File: src/common/viru_defs.svh
// Constants of the vectored interrupt request unit: offsets, fields, vectors.
// Assumes byte addressing on a 32-bit bus with word-aligned registers.
`ifndef VIRU_DEFS_SVH
`define VIRU_DEFS_SVH

// Register byte offsets within the decoded 4 KB window.
`define VIRU_ADDR_W 12
`define VIRU_OFF_REQ 12'hFC0
`define VIRU_OFF_ENA 12'hFC4
`define VIRU_OFF_PFLG 12'hFC8
`define VIRU_OFF_PENA 12'hFCC
`define VIRU_OFF_EDGE 12'hFD0
`define VIRU_OFF_CTRL 12'hFD4
`define VIRU_OFF_RCAUSE 12'hFD8
`define VIRU_OFF_STAT 12'hFDC
`define VIRU_OFF_MASK 12'hFE0
`define VIRU_OFF_VEC 12'hFE4

// Reset values.
`define VIRU_RST_REQ 8'h00
`define VIRU_RST_PORT 10'h000
`define VIRU_RST_STAT 3'h0

// Request flag field positions.
`define VIRU_BIT_T1 6
`define VIRU_BIT_T0 5
`define VIRU_BIT_RX 4
`define VIRU_BIT_TX 3
`define VIRU_BIT_ADC 0

// Port flag field positions: 7..0 port A pins, then port C pins 2 and 3.
`define VIRU_PBIT_PA7 7
`define VIRU_PBIT_PA6 6
`define VIRU_PBIT_PC2 8
`define VIRU_PBIT_PC3 9

// Control, reset cause and status fields.
`define VIRU_CTRL_GIE 0
`define VIRU_RCAUSE_WDT 5
`define VIRU_STAT_VEC 0
`define VIRU_STAT_TRAP 1
`define VIRU_STAT_WDT 2

// Source indices, highest priority first.
`define VIRU_SRC_RESET 0
`define VIRU_SRC_WDT 1
`define VIRU_SRC_POSC 2
`define VIRU_SRC_WOSC 3
`define VIRU_SRC_ILL 4
`define VIRU_SRC_T1 5
`define VIRU_SRC_T0 6
`define VIRU_SRC_RX 7
`define VIRU_SRC_TX 8
`define VIRU_SRC_ADC 9
`define VIRU_SRC_PA7 10
`define VIRU_SRC_PC3 18
`define VIRU_SRC_PC2 19
`define VIRU_SRC_N 20

// Program memory vectors.
`define VIRU_VEC_RESET 16'h0002
`define VIRU_VEC_WDT 16'h0004
`define VIRU_VEC_POSC 16'h003A
`define VIRU_VEC_WOSC 16'h003C
`define VIRU_VEC_ILL 16'h0006
`define VIRU_VEC_T1 16'h000A
`define VIRU_VEC_T0 16'h000C
`define VIRU_VEC_RX 16'h000E
`define VIRU_VEC_TX 16'h0010
`define VIRU_VEC_ADC 16'h0016
`define VIRU_VEC_PA7 16'h0018
`define VIRU_VEC_STEP 16'h0002
`define VIRU_VEC_PC3 16'h0030
`define VIRU_VEC_PC2 16'h0032

`endif

File: src/common/viru_pkg.sv
// Types of the vectored interrupt request unit.
// Assumes viru_defs.svh supplies the numeric constants.
package viru_pkg;

   typedef enum logic [1:0] {
      VIRU_IDLE = 2'b01,
      VIRU_OFFER = 2'b10
   } viru_state_t;

   typedef logic [15:0] viru_vec_t;

endpackage

File: src/core/viru_edge_detect.sv
// Edge detector for request pins, rising, falling or both edges per pin.
// Assumes pins are synchronous to hclk; no edge is reported on the first sample.
`timescale 1ns/1ps
module viru_edge_detect
   import viru_pkg::*;
#(
   parameter int WIDTH = 8
) (
   // Clock and reset
   input wire logic hclk,
   input wire logic hresetn,
   input wire logic ce,
   // Pins and selection
   input wire logic [WIDTH-1:0] pins,
   input wire logic [WIDTH-1:0] rise_sel,
   input wire logic [WIDTH-1:0] both_sel,
   // Result
   output logic [WIDTH-1:0] edge_pulse
);

   logic [WIDTH-1:0] prev_q;
   logic armed_q;
   logic [WIDTH-1:0] rise;
   logic [WIDTH-1:0] fall;

   // Remembers the previous pin levels.
   always_ff @(posedge hclk or negedge hresetn) begin
      if (!hresetn) begin
         prev_q <= '0;
         armed_q <= 1'b0;
      end else if (ce) begin
         prev_q <= pins;
         armed_q <= 1'b1;
      end
   end

   assign rise = pins & ~prev_q;
   assign fall = ~pins & prev_q;
   assign edge_pulse = armed_q ? ((rise & (rise_sel | both_sel)) | (fall & (~rise_sel | both_sel)))
                               : '0;

endmodule // viru_edge_detect

File: src/core/viru_prio_pick.sv
// Fixed priority picker: the lowest set index wins.
// Assumes index 0 is the highest priority source.
`timescale 1ns/1ps
module viru_prio_pick
   import viru_pkg::*;
#(
   parameter int N = 20
) (
   // Pending sources
   input wire logic [N-1:0] pend,
   // Winner
   output logic found,
   output logic [$clog2(N)-1:0] idx
);

   localparam int IW = $clog2(N);

   always_comb begin
      found = 1'b0;
      idx = '0;
      for (int i = N - 1; i >= 0; i--) begin
         if (pend[i]) begin
            found = 1'b1;
            idx = IW'(i);
         end
      end
   end

endmodule // viru_prio_pick

File: src/core/viru_top.sv
// Vectored interrupt request unit: request latching, fixed priority, vector offer.
// Assumes an AHB-Lite master with single word transfers and a core that acks vectors.
//
// Operation
// - Fixed ranking, one vector per source.
// - Reset first at 0002H, watchdog 0004H.
// - Oscillator fail traps before illegal instruction.
// - Timer, serial and converter vectors in order.
// - Port A pins, selectable edge, 0018H-0026H.
// - Pin 7 vector shared with voltage detector.
// - Pin 6 vector shared with comparator.
// - Port C pins 3, 2 on both edges.
// - Traps bypass control registers; watchdog needs the global enable.
// - Request sets its request flag bit.
// - Globally enabled: forward pending request to core.
// - Globally disabled: no forwarding, software polls flags.
// - Request flag layout, reset zero, read/write.
// - Zero timer bit means nothing pending.
// - Reading reset cause clears watchdog bit.
//
// Register access over AHB-Lite was decided locally.
`timescale 1ns/1ps
`include "viru_defs.svh"
module viru_top
   import viru_pkg::*;
#(
   parameter int SRC_N = `VIRU_SRC_N
) (
   // Clock, reset and enable
   input wire logic hclk,
   input wire logic hresetn,
   input wire logic ce,
   // AHB-Lite slave
   input wire logic hsel,
   input wire logic [31:0] haddr,
   input wire logic [1:0] htrans,
   input wire logic hwrite,
   input wire logic [2:0] hsize,
   input wire logic [31:0] hwdata,
   input wire logic hready,
   output logic [31:0] hrdata,
   output logic hreadyout,
   output logic hresp,
   // Peripheral requests, one-cycle pulses
   input wire logic timer1_request,
   input wire logic timer0_request,
   input wire logic serial_rx_request,
   input wire logic serial_tx_request,
   input wire logic converter_request,
   input wire logic low_voltage_detector,
   input wire logic comparator_request,
   // Request pins, levels
   input wire logic [7:0] port_a_pins,
   input wire logic [1:0] port_c_pins,
   // System monitors, one-cycle pulses
   input wire logic watchdog_request,
   input wire logic primary_osc_fail,
   input wire logic watchdog_osc_fail,
   input wire logic illegal_instruction,
   // Processor core
   input wire logic vec_ack,
   output logic vec_valid,
   output logic [15:0] vec_addr,
   output logic vec_trap,
   // Interrupt line
   output logic irq
);

   localparam int IW = $clog2(SRC_N);

   // Vector of a source index.
   function automatic viru_vec_t vec_of(input logic [IW-1:0] i);
      viru_vec_t v;
      v = `VIRU_VEC_RESET;
      unique case (int'(i))
         `VIRU_SRC_RESET: v = `VIRU_VEC_RESET;
         `VIRU_SRC_WDT: v = `VIRU_VEC_WDT;
         `VIRU_SRC_POSC: v = `VIRU_VEC_POSC;
         `VIRU_SRC_WOSC: v = `VIRU_VEC_WOSC;
         `VIRU_SRC_ILL: v = `VIRU_VEC_ILL;
         `VIRU_SRC_T1: v = `VIRU_VEC_T1;
         `VIRU_SRC_T0: v = `VIRU_VEC_T0;
         `VIRU_SRC_RX: v = `VIRU_VEC_RX;
         `VIRU_SRC_TX: v = `VIRU_VEC_TX;
         `VIRU_SRC_ADC: v = `VIRU_VEC_ADC;
         `VIRU_SRC_PC3: v = `VIRU_VEC_PC3;
         `VIRU_SRC_PC2: v = `VIRU_VEC_PC2;
         default: v = 16'((`VIRU_VEC_PA7) +
                          (`VIRU_VEC_STEP) * 16'(32'(i) - `VIRU_SRC_PA7));
      endcase
      return v;
   endfunction

   // Sources that are traps rather than interrupts.
   function automatic logic is_trap(input logic [IW-1:0] i);
      return (int'(i) == `VIRU_SRC_RESET) || (int'(i) == `VIRU_SRC_POSC) ||
             (int'(i) == `VIRU_SRC_WOSC) || (int'(i) == `VIRU_SRC_ILL);
   endfunction

   // Address decode of a word offset.
   function automatic logic hit(input logic [`VIRU_ADDR_W-1:0] a,
                                input logic [`VIRU_ADDR_W-1:0] off);
      return a[`VIRU_ADDR_W-1:2] == off[`VIRU_ADDR_W-1:2];
   endfunction

   // Bus state.
   logic wr_pend_q;
   logic rd_pend_q;
   logic [`VIRU_ADDR_W-1:0] addr_q;
   logic [31:0] hrdata_q;
   logic hreadyout_q;
   logic accept;
   logic wr_now;
   logic rd_now;
   logic [31:0] rd_value;

   // Software-visible registers.
   logic [7:0] req_q;
   logic [7:0] ena_q;
   logic [9:0] pflg_q;
   logic [9:0] pena_q;
   logic [7:0] edge_q;
   logic gie_q;
   logic wdt_cause_q;
   logic [2:0] stat_q;
   logic [2:0] mask_q;

   // Internal pending state.
   logic reset_fetch_q;
   logic wdt_pend_q;
   logic posc_q;
   logic wosc_q;
   logic ill_q;

   // Offer state.
   viru_state_t state_q;
   logic [IW-1:0] grant_q;
   logic vec_valid_q;
   viru_vec_t vec_addr_q;
   logic vec_trap_q;
   logic irq_q;

   // Combinational helpers.
   logic [7:0] req_set;
   logic [9:0] pflg_set;
   logic [7:0] pa_edge;
   logic [1:0] pc_edge;
   logic [SRC_N-1:0] pend;
   logic [SRC_N-1:0] take_src;
   logic take;
   logic found;
   logic [IW-1:0] pick;
   logic [2:0] stat_ev;

   assign accept = hsel && hready && htrans[1];
   assign wr_now = wr_pend_q;
   assign rd_now = rd_pend_q;
   assign take = (state_q == VIRU_OFFER) && vec_ack;
   assign take_src = take ? (SRC_N'(1) << grant_q) : '0;

   // Pin edge detectors.
   viru_edge_detect #(.WIDTH(8)) u_pa_edge (
      .hclk(hclk),
      .hresetn(hresetn),
      .ce(ce),
      .pins(port_a_pins),
      .rise_sel(edge_q),
      .both_sel(8'h00),
      .edge_pulse(pa_edge)
   );

   viru_edge_detect #(.WIDTH(2)) u_pc_edge (
      .hclk(hclk),
      .hresetn(hresetn),
      .ce(ce),
      .pins(port_c_pins),
      .rise_sel(2'h0),
      .both_sel(2'h3),
      .edge_pulse(pc_edge)
   );

   // Hardware set terms of the flag registers.
   always_comb begin
      req_set = 8'h00;
      req_set[`VIRU_BIT_T1] = timer1_request;
      req_set[`VIRU_BIT_T0] = timer0_request;
      req_set[`VIRU_BIT_RX] = serial_rx_request;
      req_set[`VIRU_BIT_TX] = serial_tx_request;
      req_set[`VIRU_BIT_ADC] = converter_request;
      pflg_set = {pc_edge[1], pc_edge[0], pa_edge};
      pflg_set[`VIRU_PBIT_PA7] = pa_edge[7] | low_voltage_detector;
      pflg_set[`VIRU_PBIT_PA6] = pa_edge[6] | comparator_request;
   end

   // Pending sources in priority order; traps ignore the global enable.
   always_comb begin
      pend = '0;
      pend[`VIRU_SRC_RESET] = reset_fetch_q;
      pend[`VIRU_SRC_WDT] = wdt_pend_q & gie_q;
      pend[`VIRU_SRC_POSC] = posc_q;
      pend[`VIRU_SRC_WOSC] = wosc_q;
      pend[`VIRU_SRC_ILL] = ill_q;
      pend[`VIRU_SRC_T1] = req_q[`VIRU_BIT_T1] & ena_q[`VIRU_BIT_T1] & gie_q;
      pend[`VIRU_SRC_T0] = req_q[`VIRU_BIT_T0] & ena_q[`VIRU_BIT_T0] & gie_q;
      pend[`VIRU_SRC_RX] = req_q[`VIRU_BIT_RX] & ena_q[`VIRU_BIT_RX] & gie_q;
      pend[`VIRU_SRC_TX] = req_q[`VIRU_BIT_TX] & ena_q[`VIRU_BIT_TX] & gie_q;
      pend[`VIRU_SRC_ADC] = req_q[`VIRU_BIT_ADC] & ena_q[`VIRU_BIT_ADC] & gie_q;
      for (int i = 0; i < 8; i++) begin
         pend[`VIRU_SRC_PA7 + i] = pflg_q[7 - i] & pena_q[7 - i] & gie_q;
      end
      pend[`VIRU_SRC_PC3] = pflg_q[`VIRU_PBIT_PC3] & pena_q[`VIRU_PBIT_PC3] & gie_q;
      pend[`VIRU_SRC_PC2] = pflg_q[`VIRU_PBIT_PC2] & pena_q[`VIRU_PBIT_PC2] & gie_q;
   end

   viru_prio_pick #(.N(SRC_N)) u_pick (
      .pend(pend),
      .found(found),
      .idx(pick)
   );

   // AHB-Lite slave: zero-wait writes, one wait state on reads.
   always_ff @(posedge hclk or negedge hresetn) begin
      if (!hresetn) begin
         wr_pend_q <= 1'b0;
         rd_pend_q <= 1'b0;
         addr_q <= '0;
         hreadyout_q <= 1'b1;
         hrdata_q <= 32'h00000000;
      end else if (ce) begin
         wr_pend_q <= accept && hwrite;
         rd_pend_q <= accept && !hwrite;
         hreadyout_q <= !(accept && !hwrite);
         if (accept) begin
            addr_q <= haddr[`VIRU_ADDR_W-1:0];
         end
         if (rd_now) begin
            hrdata_q <= rd_value;
         end
      end
   end

   // Read multiplexer; unmapped words read as zero.
   always_comb begin
      rd_value = 32'h00000000;
      if (hit(addr_q, `VIRU_OFF_REQ)) rd_value = {24'h000000, req_q};
      if (hit(addr_q, `VIRU_OFF_ENA)) rd_value = {24'h000000, ena_q};
      if (hit(addr_q, `VIRU_OFF_PFLG)) rd_value = {22'h000000, pflg_q};
      if (hit(addr_q, `VIRU_OFF_PENA)) rd_value = {22'h000000, pena_q};
      if (hit(addr_q, `VIRU_OFF_EDGE)) rd_value = {24'h000000, edge_q};
      if (hit(addr_q, `VIRU_OFF_CTRL)) rd_value = {31'h00000000, gie_q};
      if (hit(addr_q, `VIRU_OFF_RCAUSE)) begin
         rd_value[`VIRU_RCAUSE_WDT] = wdt_cause_q;
      end
      if (hit(addr_q, `VIRU_OFF_STAT)) rd_value = {29'h00000000, stat_q};
      if (hit(addr_q, `VIRU_OFF_MASK)) rd_value = {29'h00000000, mask_q};
      if (hit(addr_q, `VIRU_OFF_VEC)) rd_value = {15'h0000, vec_valid_q, vec_addr_q};
   end

   // Request flags: software writes, hardware set wins, taken source cleared.
   always_ff @(posedge hclk or negedge hresetn) begin
      if (!hresetn) begin
         req_q <= `VIRU_RST_REQ;
      end else if (ce) begin
         if (wr_now && hit(addr_q, `VIRU_OFF_REQ)) begin
            req_q <= hwdata[7:0] | req_set;
         end else begin
            req_q <= (req_q & ~{1'b0, take_src[`VIRU_SRC_T1], take_src[`VIRU_SRC_T0],
                                take_src[`VIRU_SRC_RX], take_src[`VIRU_SRC_TX], 2'b00,
                                take_src[`VIRU_SRC_ADC]}) | req_set;
         end
      end
   end

   // Port flags behave as the request flags.
   always_ff @(posedge hclk or negedge hresetn) begin
      if (!hresetn) begin
         pflg_q <= `VIRU_RST_PORT;
      end else if (ce) begin
         if (wr_now && hit(addr_q, `VIRU_OFF_PFLG)) begin
            pflg_q <= hwdata[9:0] | pflg_set;
         end else begin
            pflg_q <= (pflg_q & ~{take_src[`VIRU_SRC_PC3], take_src[`VIRU_SRC_PC2],
                                  take_src[`VIRU_SRC_PA7], take_src[`VIRU_SRC_PA7 + 1],
                                  take_src[`VIRU_SRC_PA7 + 2], take_src[`VIRU_SRC_PA7 + 3],
                                  take_src[`VIRU_SRC_PA7 + 4], take_src[`VIRU_SRC_PA7 + 5],
                                  take_src[`VIRU_SRC_PA7 + 6], take_src[`VIRU_SRC_PA7 + 7]})
                      | pflg_set;
         end
      end
   end

   // Enables, edge select, global enable and status mask.
   always_ff @(posedge hclk or negedge hresetn) begin
      if (!hresetn) begin
         ena_q <= `VIRU_RST_REQ;
         pena_q <= `VIRU_RST_PORT;
         edge_q <= `VIRU_RST_REQ;
         gie_q <= 1'b0;
         mask_q <= `VIRU_RST_STAT;
      end else if (ce && wr_now) begin
         if (hit(addr_q, `VIRU_OFF_ENA)) ena_q <= hwdata[7:0];
         if (hit(addr_q, `VIRU_OFF_PENA)) pena_q <= hwdata[9:0];
         if (hit(addr_q, `VIRU_OFF_EDGE)) edge_q <= hwdata[7:0];
         if (hit(addr_q, `VIRU_OFF_CTRL)) gie_q <= hwdata[`VIRU_CTRL_GIE];
         if (hit(addr_q, `VIRU_OFF_MASK)) mask_q <= hwdata[2:0];
      end
   end

   // Watchdog cause bit: set by the watchdog, cleared by a read; set wins.
   always_ff @(posedge hclk or negedge hresetn) begin
      if (!hresetn) begin
         wdt_cause_q <= 1'b0;
      end else if (ce) begin
         if (watchdog_request) begin
            wdt_cause_q <= 1'b1;
         end else if (rd_now && hit(addr_q, `VIRU_OFF_RCAUSE)) begin
            wdt_cause_q <= 1'b0;
         end
      end
   end

   // Sources held outside the control registers.
   always_ff @(posedge hclk or negedge hresetn) begin
      if (!hresetn) begin
         reset_fetch_q <= 1'b1;
         wdt_pend_q <= 1'b0;
         posc_q <= 1'b0;
         wosc_q <= 1'b0;
         ill_q <= 1'b0;
      end else if (ce) begin
         reset_fetch_q <= reset_fetch_q & ~take_src[`VIRU_SRC_RESET];
         wdt_pend_q <= (wdt_pend_q & ~take_src[`VIRU_SRC_WDT]) | watchdog_request;
         posc_q <= (posc_q & ~take_src[`VIRU_SRC_POSC]) | primary_osc_fail;
         wosc_q <= (wosc_q & ~take_src[`VIRU_SRC_WOSC]) | watchdog_osc_fail;
         ill_q <= (ill_q & ~take_src[`VIRU_SRC_ILL]) | illegal_instruction;
      end
   end

   // Vector offer to the core: latch the winner, hold until acknowledged.
   always_ff @(posedge hclk or negedge hresetn) begin
      if (!hresetn) begin
         state_q <= VIRU_IDLE;
         grant_q <= '0;
         vec_valid_q <= 1'b0;
         vec_addr_q <= 16'h0000;
         vec_trap_q <= 1'b0;
      end else if (ce) begin
         unique case (state_q)
            VIRU_IDLE: begin
               if (found) begin
                  state_q <= VIRU_OFFER;
                  grant_q <= pick;
                  vec_valid_q <= 1'b1;
                  vec_addr_q <= vec_of(pick);
                  vec_trap_q <= is_trap(pick);
               end
            end
            VIRU_OFFER: begin
               if (vec_ack) begin
                  state_q <= VIRU_IDLE;
                  vec_valid_q <= 1'b0;
               end
            end
            default: begin
               state_q <= VIRU_IDLE;
               vec_valid_q <= 1'b0;
            end
         endcase
      end
   end

   // Sticky event status, write one to clear, set wins.
   always_comb begin
      stat_ev = 3'h0;
      stat_ev[`VIRU_STAT_VEC] = take & ~vec_trap_q;
      stat_ev[`VIRU_STAT_TRAP] = take & vec_trap_q;
      stat_ev[`VIRU_STAT_WDT] = watchdog_request;
   end

   always_ff @(posedge hclk or negedge hresetn) begin
      if (!hresetn) begin
         stat_q <= `VIRU_RST_STAT;
         irq_q <= 1'b0;
      end else if (ce) begin
         if (wr_now && hit(addr_q, `VIRU_OFF_STAT)) begin
            stat_q <= (stat_q & ~hwdata[2:0]) | stat_ev;
         end else begin
            stat_q <= stat_q | stat_ev;
         end
         irq_q <= |(stat_q & mask_q);
      end
   end

   assign hrdata = hrdata_q;
   assign hreadyout = hreadyout_q;
   assign hresp = 1'b0;
   assign vec_valid = vec_valid_q;
   assign vec_addr = vec_addr_q;
   assign vec_trap = vec_trap_q;
   assign irq = irq_q;

endmodule // viru_top

File: config.mk
export PLATFORM = sky130hd
export DESIGN_NAME = viru_top
export DESIGN_NICKNAME = d
export VERILOG_FILES = /design/src/common/viru_pkg.sv /design/src/core/viru_edge_detect.sv /design/src/core/viru_prio_pick.sv /design/src/core/viru_top.sv
export VERILOG_INCLUDE_DIRS = /design/src /design/src/common
export SDC_FILE = /design/constraint.sdc
export NUM_CORES = 1
export LEC_CHECK = 0
export BUFFER_PORTS_ARGS = -buffer_cell sky130_fd_sc_hd__buf_4
export CAP_MARGIN = 20
export CORE_MARGIN = 1
export CORE_UTILIZATION = 30
export CTS_CLUSTER_DIAMETER = 200
export DETAILED_ROUTE_END_ITERATION = 12
export PLACE_DENSITY_LB_ADDON = 0.1
export SLEW_MARGIN = 40
export SYNTH_ARGS = -nofsm -noshare
export SYNTH_HDL_FRONTEND = slang
export SYNTH_SLANG_ARGS = --single-unit
File: constraint.sdc
create_clock -name hclk -period 6.2 [get_ports hclk]
set_input_delay 1.24 -clock hclk [delete_from_list [all_inputs] [get_ports hclk]]
set_output_delay 1.24 -clock hclk [all_outputs]
set_load 0.02 [all_outputs]
---- Word-level counts from Yosys, hierarchy flattened ----
Index checks and enable logic that the tools add are counted.
Widths: inputs -> output; s select.
storage, ports and cells
  flip-flop bits (word level) ............. 141
  latch bits .............................. 0
  RAM bits ................................ 0
  memory bits (read-only) ................. 0
  bits of input ports ..................... 97
  output and inout bits ................... 53
  memories ................................ 0
cells by class
  $add $sub $neg .......................... 2
  multipliers ............................. 0
  div/mod/pow operators ................... 0
  magnitude comparators ................... 0
  equality and inequality tests ........... 28
  shift-type cells ........................ 1
  mux-type cells .......................... 65
  bitwise operators ....................... 76
  reductions and logical operators ........ 29
operator list
  kind                  count
  $mux 32               8
  $pmux 16 s12          1
  $eq 10x10->1 const B  10
  $mux 5                20
  $and 8x8->8           5
  $and 1x1->1           38
  $eq 5x3->1 const B    6
  $mux 1                25
  $mux 8                3
  $not 8->8             3
  $mux 20               1
  $or 10x10->10         2
  $shl 1x5->20 const A  1
  $or 8x7->8            2
  $reduce_and 2->1      8
  $eq 5x4->1 const B    3
  $and 10x10->10        1
  $eq 5x2->1 const B    2
  $eq 5x5->1 const B    2
  $logic_and 1x1->1     10
  $logic_not 5->1       2
  $mux 10               1
  $not 10->10           1
  $add 6x7->8 const A   1
  other kinds (24)      45

---- Logic depth before layout (Yosys ltp) ----
Gate-level depths: netlist (run 1).
  depth after elaboration ................. 26
  depth in mapped cells ................... 12

---- Cells and area by module ----
A second synthesis (run 1) with hierarchy kept.
second synthesis, totals
  cell total of the unflattened synthesis .. 623
  area, all modules ....................... 6346.1 µm²
modules (own cells, without submodules)
  module                         times used  cells each  area an instance (µm²)  seq. area each (µm²)
  viru_top                       1           508         5326.4                  2456.1
  viru_edge_detect at u_pa_edge  1           60          614.3                   225.2
  viru_prio_pick                 1           39          231.5                   0.0
  viru_edge_detect at u_pc_edge  1           16          173.9                   75.1

---- Worst setup path before layout (run 1) ----
No wires, ideal clock.
  path kind ............................... in2reg
  start ................................... input ce
  end ..................................... register pena_q[0]
  setup time .............................. 0.125 ns
  data arrival time ....................... 2.490 ns
  required time ........................... 6.075 ns
  path slack .............................. 3.585 ns
  cell stages on the path ................. 4
  cells stage by stage .................... clkbuf_1 nand2_1 nor2_1 mux2_2
between the ends
  longest elaborated chain between the ends .. 2
ends and longest elaborated chain
  what                        RTL line         source
  from (decl)                 viru_top.sv:32   input wire logic ce,
  $logic_and 1x1->1           viru_top.sv:300  end else if (ce && wr_now) begin
  $reduce_and 2->1 (no line)  n/a
  to (signal assigned)        viru_top.sv:296  pena_q <= `VIRU_RST_PORT;
  to (signal assigned)        viru_top.sv:302  if (hit(addr_q, `VIRU_OFF_PENA)) pena_q <= hwdata[9:0];
  to (decl)                   viru_top.sv:121  logic [9:0] pena_q;
No other way between the ends.
A chain may end at the register's enable or synchronous reset.

---- Worst setup path in the final report (run 1) ----
  start ................................... register gie_q
  end ..................................... register vec_addr_q[5], in the netlist vec_addr[5]
between the ends
  longest elaborated chain between the ends .. 24
  elaborated cells between the ends (all ways) .. 72
  those cells by class .................... 2 x add/sub; 11 x eq/ne; 41 x mux; 16 x bitwise; 2 x reduce/logical
ends and longest elaborated chain
  what                    RTL line              source
  from (decl)             viru_top.sv:123       logic gie_q;
  from (signal assigned)  viru_top.sv:304       if (hit(addr_q, `VIRU_OFF_CTRL)) gie_q <= hwdata[`VIRU_CTRL_GIE];
  $and 1x1->1             viru_top.sv:212       pend[`VIRU_SRC_PC2] = pflg_q[`VIRU_PBIT_PC2] & pena_q[`VIRU_PBIT_PC2] & gie_q;
  $mux 5 (20 in a row)    viru_prio_pick.sv:22  if (pend[i]) begin
  $sub 5x4->6 (no line)   n/a
  $add 6x7->8             viru_top.sv:88        default: v = 16'((`VIRU_VEC_PA7) +
  $pmux 16 s12            viru_top.sv:75        unique case (int'(i))
  to (signal assigned)    viru_top.sv:354       vec_addr_q <= vec_of(pick);
  to (decl)               viru_top.sv:139       viru_vec_t vec_addr_q;
Parallel ways exist; a longest one is shown, timed or not.

==> impl_metrics.yaml, run 1 <==
pwr:
  power_leakage_nw: 2.95
  p_total_mw: 1.68
  p_per_area_nw_per_um2: 245
  peakVddDrop_v: 0.000131
placement:
  hpwl_microns: 13000
  place_ws_ns: 2.78
  dp.cells: 893
  port_buffers: 84
  finalWeightedCongestion: 0.893
  placed_area_sq_um: 6560
worst_setup_path:
  reg2regPathDepth: 10
  cp_top_family: "flip-flops"
  cp-end-kind: "flop"
  path_class: "flop to flop"
  r2r-end: "vec_addr[5]"
  crit_path_max_incr_delay_ns: 0.77
  critPathArrivalTime_ns: 3.25
  slowest_stage: "dfrtp_1"
  crit_buf_inv: 2
  critPathMaxFanout: 22
  r2r_start: "gie_q"
  crit_chain: "inv_1, or4b_4, a31oi_4, o21ai_2, ha_1, xnor2_1, ha_1, inv_1, a221oi_1, nor2_1"
  worstPathRequired_ns: 6.44
  regToRegSetupSlack_ns: 3.20
  start_kind: "flop"
cts:
  cts_root_buffer: "clkbuf_16"
  cts_hold_buf: 0
  ctsResizeCount: 0
  cts_sinks: 109
  cts_tree: "built"
  cts_buffers: 9
  clk_latency_ns: 0.36
  h-tree-depth: 3
  clockBufferDepth: 2
  post-cts-setup-buffer-count: 0
  clk_transition_reported_paths_ns: 0.07
drt:
  wl_per_cell_microns: 19.7
  dr_total_vias: 4773
  first_pass_iters: 5
  drtAntennaViolNets: 0
  drc: 0
  routed_wl_microns: 17900
  drtIter0Drc: 356
  via_per_inst: 5.26
logic_synthesis:
  synth_area_sq_um: 5840
  yosys_warnings: 0
  synthFlopType: "dfrtp_1"
  synth-edff-count: 0
  ys_types: 68
  avgSynthCellArea_sq_um: 9.98
  synth.top_cell.area_share_pct: 45.4
  synth_top_area_cell: "dfrtp_1"
  seq_area_frac_synth_pct: 46.8
  synth.area.top_cells: "dfrtp_1, mux2_2, nand2_1, o21ai_0, buf_4"
  async_flop_share_pct: 100
  yosys_register_bits: 109
  syn_inst: 585
die:
  rows: 50
  die_w_microns: 141
  coreArea_sq_um: 18900
  io_pins: 150
  die_height_microns: 141
  die_area_sq_um: 20000
  start_util_pct: 30.9
grt:
  grtUsageTotal_pct: 18.7
  grt_max_degree: 65
  antenna_found_initial: 0
  grt_pass1_wl_microns: 28000
  grt-ovfl-total: 0
  grt_pass1_vias: 4717
timing:
  finalCriticalPeriod_ns: 3.00
  slew_violations: 0
  post-route-period-util_pct: 48.5
  fin_skew_ns: 0.00659
  tns_ns: 0
  slew_headroom_pct: 39.2
  worstMarginPinSlew_ns: 0.909
  hold_viol: 0
  worst_slack_ns: 3.20
  finalSetupViolCount: 0
  rsz0062_at_grt: "false"
  whs_ns: 0.480
  max_freq_ghz: 0.333
min_path:
  worst_hold_path.endpoint: "req_q[7]"
  holdCritStartpoint: "req_q[7]"
  min_path_cells: 2
  hp-class: "flop to flop"
layout:
  stdcell_count: 908
  drive_gt1_share_pct: 26.9
  multi_input_area_sq_um: 2820
  area_growth_pct: 17.4
  final_cell_mix: "dfrtp_1, nand2_1, buf_4"
  regArea_sq_um: 2730
  diodes: 0
  final_common_cell: "dfrtp_1"
  utilization_pct: 36.3
  fillCellCount: 1964
  stdcell_area_sq_um: 6850
  final_nets: 743
job:
  cap_violations: 0
status:
  status: "complete, no violations"
-- metal layers --
layer	vias up	track usage (%)	share of wire, %
li1	2239	-	-
met1	2380	25.8	47
met2	138	30.5	48
met3	16	2.19	3.5
met4	0	6.11	1.4
met5	-	0	0
-- synth_stat cells (4+ instances only) --
master,n
a31oi_1,10
a32o_1,4
a22oi_1,18
a221o_1,4
nor3_1,4
nor3b_1,4
and2_1,5
nand3_1,10
buf_4,30
dfrtp_1,106
mux2_2,50
a221oi_1,6
nand3b_1,5
a21o_1,6
a22o_1,21
a222oi_1,4
nor2b_1,6
a21oi_1,16
inv_1,10
nor2_1,37
clkbuf_1,17
o21ai_0,49
nand2_1,89
-- cells by family after synthesis --
logic type	count (synthesis)	synth area share, %
other	1	0.0642
multiplexers	51	9.82
AO/OA/AOI/OAI	170	21.0
flip-flops	109	46.8
buffers and inverters	64	6.24
adder cells (fa/ha/maj)	2	0.429
AND/OR/NAND/NOR	185	15.2
XOR/XNOR	3	0.450
-- where the power goes --
group / internal [mW] / switching (mW) / total (mW) / leakage, nW
logic: 0.103 / 0.149 / 0.252 / 1.49
registers: 0.766 / 0.0724 / 0.839 / 1.32
clock network: 0.322 / 0.268 / 0.590 / 0.145
-- state kept, by name, summed over array words and instances (netlist names), 2 cells and up --
register / flops
state_q: 2
hrdata: 12
u_pa_edge.prev_q: 8
req_q: 8
u_pc_edge.prev_q: 2
vec_addr: 7
addr_q: 10
mask_q: 3
edge_q: 8
stat_q: 3
pflg_q: 10
pena_q: 10
ena_q: 8
grant_q: 5
-- layout make-up --
class | count | area share, %
inverter | 10 | 0.548
multi-input combinational | 428 | 41.1
sequential | 109 | 39.9
clock buffer | 11 | 3.54
timing repair buffer | 86 | 9.48
tap | 260 | 4.75
clock inverter | 4 | 0.712
-- worst register-to-register path: cells and delay by family, from the launching register on --
| kind | cells | cell delay [ns] |
|---|---|---|
| compound gates | 3 | 0.64 |
| xor+xnor | 1 | 0.17 |
| fa+ha+maj | 2 | 0.43 |
| buf+inv | 2 | 0.23 |
| flops | 1 | 0.77 |
| simple gates | 2 | 0.66 |
-- how the worst max path moves through the flow --
stage                     startpoint     endpoint  slack (ns)  depth (start not counted)
after floorplan                   ce    pena_q[0]        3.59                          4
after global placement            ce     req_q[3]        2.66                          5
after detailed placement          ce  vec_addr[3]        2.78                          6
after CTS                         ce  vec_addr[3]        3.16                          6
after global routing           gie_q  vec_addr[5]        2.96                         10
final                          gie_q  vec_addr[5]        3.20                         10
Note: power is estimated with default switching activity, not from simulation.
==> run 2: changes to the inputs <==
--- a/config.mk
+++ b/config.mk
@@ -6,6 +6,7 @@
 export SDC_FILE = /design/constraint.sdc
 export NUM_CORES = 1
 export LEC_CHECK = 0
+export ABC_AREA = 1
 export BUFFER_PORTS_ARGS = -buffer_cell sky130_fd_sc_hd__buf_4
 export CAP_MARGIN = 20
 export CORE_MARGIN = 1
==> constraint.sdc (replaced) <==
create_clock -name hclk -period 2.5 [get_ports hclk]
set_input_delay 0.5 -clock hclk [delete_from_list [all_inputs] [get_ports hclk]]
set_output_delay 0.5 -clock hclk [all_outputs]
set_load 0.02 [all_outputs]
==> run 2 against run 1 <==
Net effect:
- sequential share of layout area down 4.7 points
- sequential power grew to 2.5 times the previous value
- first-iteration DRC count is 12% higher
- cell count increased by 30%
==> impl_metrics.yaml, run 2 <==
drt:
  drtIter0Drc: 398
  drc: 0
  drtAntennaViolNets: 0
  wl_per_cell_microns: 16.8
  first_pass_iters: 5
  via_per_inst: 4.75
  dr_total_vias: 5605
  routed_wl_microns: 19800
logic_synthesis:
  async_flop_share_pct: 100
  synth-edff-count: 0
  ys_types: 44
  synthXorXnorAreaFrac_pct: 0.289
  synthSimpleGateAreaFrac_pct: 25.6
  muxShareOfSynthArea_pct: 1.30
  synth.area.top_cells: "dfrtp_1, nand2_1, o21ai_0, inv_1, nor2_1"
  synth_fa_ha_area_share_pct: 0.413
  synth_top_family_by_area: "simple AND/OR/NAND/NOR gates"
  synth_top_area_cell: "dfrtp_1"
  synthFlopType: "dfrtp_1"
  avgSynthCellArea_sq_um: 7.73
  synth.most_common_cell: "nand2_1"
  yosys_register_bits: 109
  yosys_warnings: 0
  synth.top_cell.area_share_pct: 43.8
  seq_area_frac_synth_pct: 45.1
  synth_compound_area_share_pct: 16.3
  synth_area_sq_um: 6050
  synthTopCellsByCount: "nand2_1, dfrtp_1, inv_1, o21ai_0, nor2_1"
  syn_inst: 783
job:
  cap_violations: 0
layout:
  final_cell_mix: "nand2_1, buf_4, dfrtp_1"
  drive_gt1_share_pct: 25.2
  regArea_sq_um: 2730
  diodes: 0
  fillCellCount: 2082
  final_nets: 1008
  largest_reg_flops: 12
  multi_input_area_sq_um: 2890
  stdcell_count: 1179
  final_common_cell: "nand2_1"
  area_growth_pct: 28.5
placement:
  dp.cells: 1153
  finalWeightedCongestion: 0.838
  hpwl_microns: 15100
  port_buffers: 84
timing:
  whs_ns: 0.169
  finalCriticalPeriod_ns: 2.49
  post-route-period-util_pct: 99.5
  fin_skew_ns: 0.0110
  slew_headroom_pct: 55.2
  rsz0062_at_grt: "true"
  slew_violations: 0
  max_freq_ghz: 0.402
  finalSetupViolCount: 0
  hold_viol: 0
  worstMarginPinSlew_ns: 0.672
pwr:
  p_per_area_nw_per_um2: 600
  power_leakage_nw: 3.69
  peakVddDrop_v: 0.000375
min_path:
  hp-class: "primary input to asynchronous set/reset pin"
worst_setup_path:
  reg2regPathDepth: 20
  path_class: "flop to flop"
  cp-end-kind: "flop"
  start_kind: "flop"
  critPathMaxFanout: 5
  critPathArrivalTime_ns: 2.75
  worstPathRequired_ns: 2.76
grt:
  antenna_found_initial: 0
  grt-ovfl-total: 0
  grt_pass1_wl_microns: 30800
  grtUsageTotal_pct: 20.3
  grt_max_degree: 46
  grt_pass1_vias: 5381
die:
  die_height_microns: 144
  coreArea_sq_um: 19600
  io_pins: 150
  die_area_sq_um: 20800
  die_w_microns: 144
  start_util_pct: 30.9
  rows: 51
status:
  status: "complete, no violations"
cts:
  cts_tree: "built"
  h-tree-depth: 3
  cts_buffers: 9
  clockBufferDepth: 2
  cts_sinks: 109
  clk_latency_ns: 0.37
  cts_root_buffer: "clkbuf_16"
  clk_transition_reported_paths_ns: 0.08
## run 2: cell count changes after synthesis, sizes merged, moves of 18 or more
cell and change:
nand3 +30, a22oi -18, a22o -24, o21ai +28, nor2 +38, mux2 -43
inv +78, nand2 +122
## run 2: worst paths after layout
path	slack [ns]	startpoint	endpoint
setup / recovery	0.01	gie_q	vec_addr[4]
hold / removal	0.17	hresetn	hrdata[0]
setup reg to reg	0.01	gie_q	vec_addr[4]
hold reg to reg	0.49	hrdata[0]	hrdata[0]
max in group asynchronous	1.68	hresetn	state_q[0]
min in group hclk	0.34	primary_osc_fail	posc_q
## run 2: layout make-up
| type | instances | share of cell area, % |
|---|---|---|
| well taps | 265 | 4.26 |
| flip-flops and latches | 109 | 35.1 |
| clock inverters | 6 | 0.917 |
| inverters | 90 | 4.34 |
| multi-input cells | 550 | 37.2 |
| repair buffers | 149 | 15.1 |
| clock buffers | 10 | 3.07 |
## run 2: where the power goes
part | internal (mW) | switching, mW
Combinational | 0.399 | 0.607
Sequential | 1.95 | 0.182
Clock | 0.813 | 0.723
## run 2: kinds of logic (layout without fill, tap and decap cells)
| logic type | after synthesis | count (layout) |
|---|---|---|
| multiplexers | 7 | 7 |
| AO/OA/AOI/OAI | 164 | 164 |
| buffers and inverters | 140 | 255 |
| other | 1 | 17 |
| adder cells (fa/ha/maj) | 2 | 2 |
| AND/OR/NAND/NOR | 358 | 358 |
| XOR/XNOR | 2 | 2 |
| flip-flops | 109 | 109 |
## run 2: timing repair
action                                  CTS  global route
buffers inserted                          3             8
hold buffers                              0             0
endpoints found under the setup margin   13            14
pin swaps                                 4            30
gates resized for setup                  13            44
## run 2: through the flow
step | TNS (ns) | setup slack [ns] | total power, mW | area [sq um] | util [%]
after floorplan | 0 | 0.132 | 2.68 | 6110 | -
final | 0 | 0.0114 | 4.67 | 7780 | 39.7
after global placement | -1.26 | -0.209 | 3.11 | 7200 | 36.7
after CTS | 0 | 0.000505 | 4.65 | 7560 | 38.6
after global routing | -1.14 | -0.184 | 4.92 | 7780 | 39.7
after detailed placement | -1.35 | -0.235 | 3.11 | 7200 | 36.7
## run 2: metal layers
metal / part of all wire (%) / track usage, % / up-vias
li1: - / - / 2803
met1: 47 / 28.0 / 2580
met2: 45 / 31.8 / 196
met3: 5.7 / 3.84 / 26
met4: 2.2 / 6.44 / 0
met5: 0 / 0 / -
## run 2: critical path, stage by stage, from the launching register on
cell      delay (ns)
dfrtp_2         0.43
buf_8           0.15
nand3_4         0.06
nand2_2         0.06
inv_1           0.06
a21oi_2         0.05
nor2_1          0.10
nor2_1          0.06
nor2_2          0.10
nor2_1          0.07
o21ai_2         0.16
nand2_4         0.07
buf_6           0.13
nor3_4          0.17
nand2_1         0.08
nand2_2         0.11
nor2_4          0.06
nor2_2          0.13
inv_1           0.05
o211ai_1        0.19
nand2_1         0.07
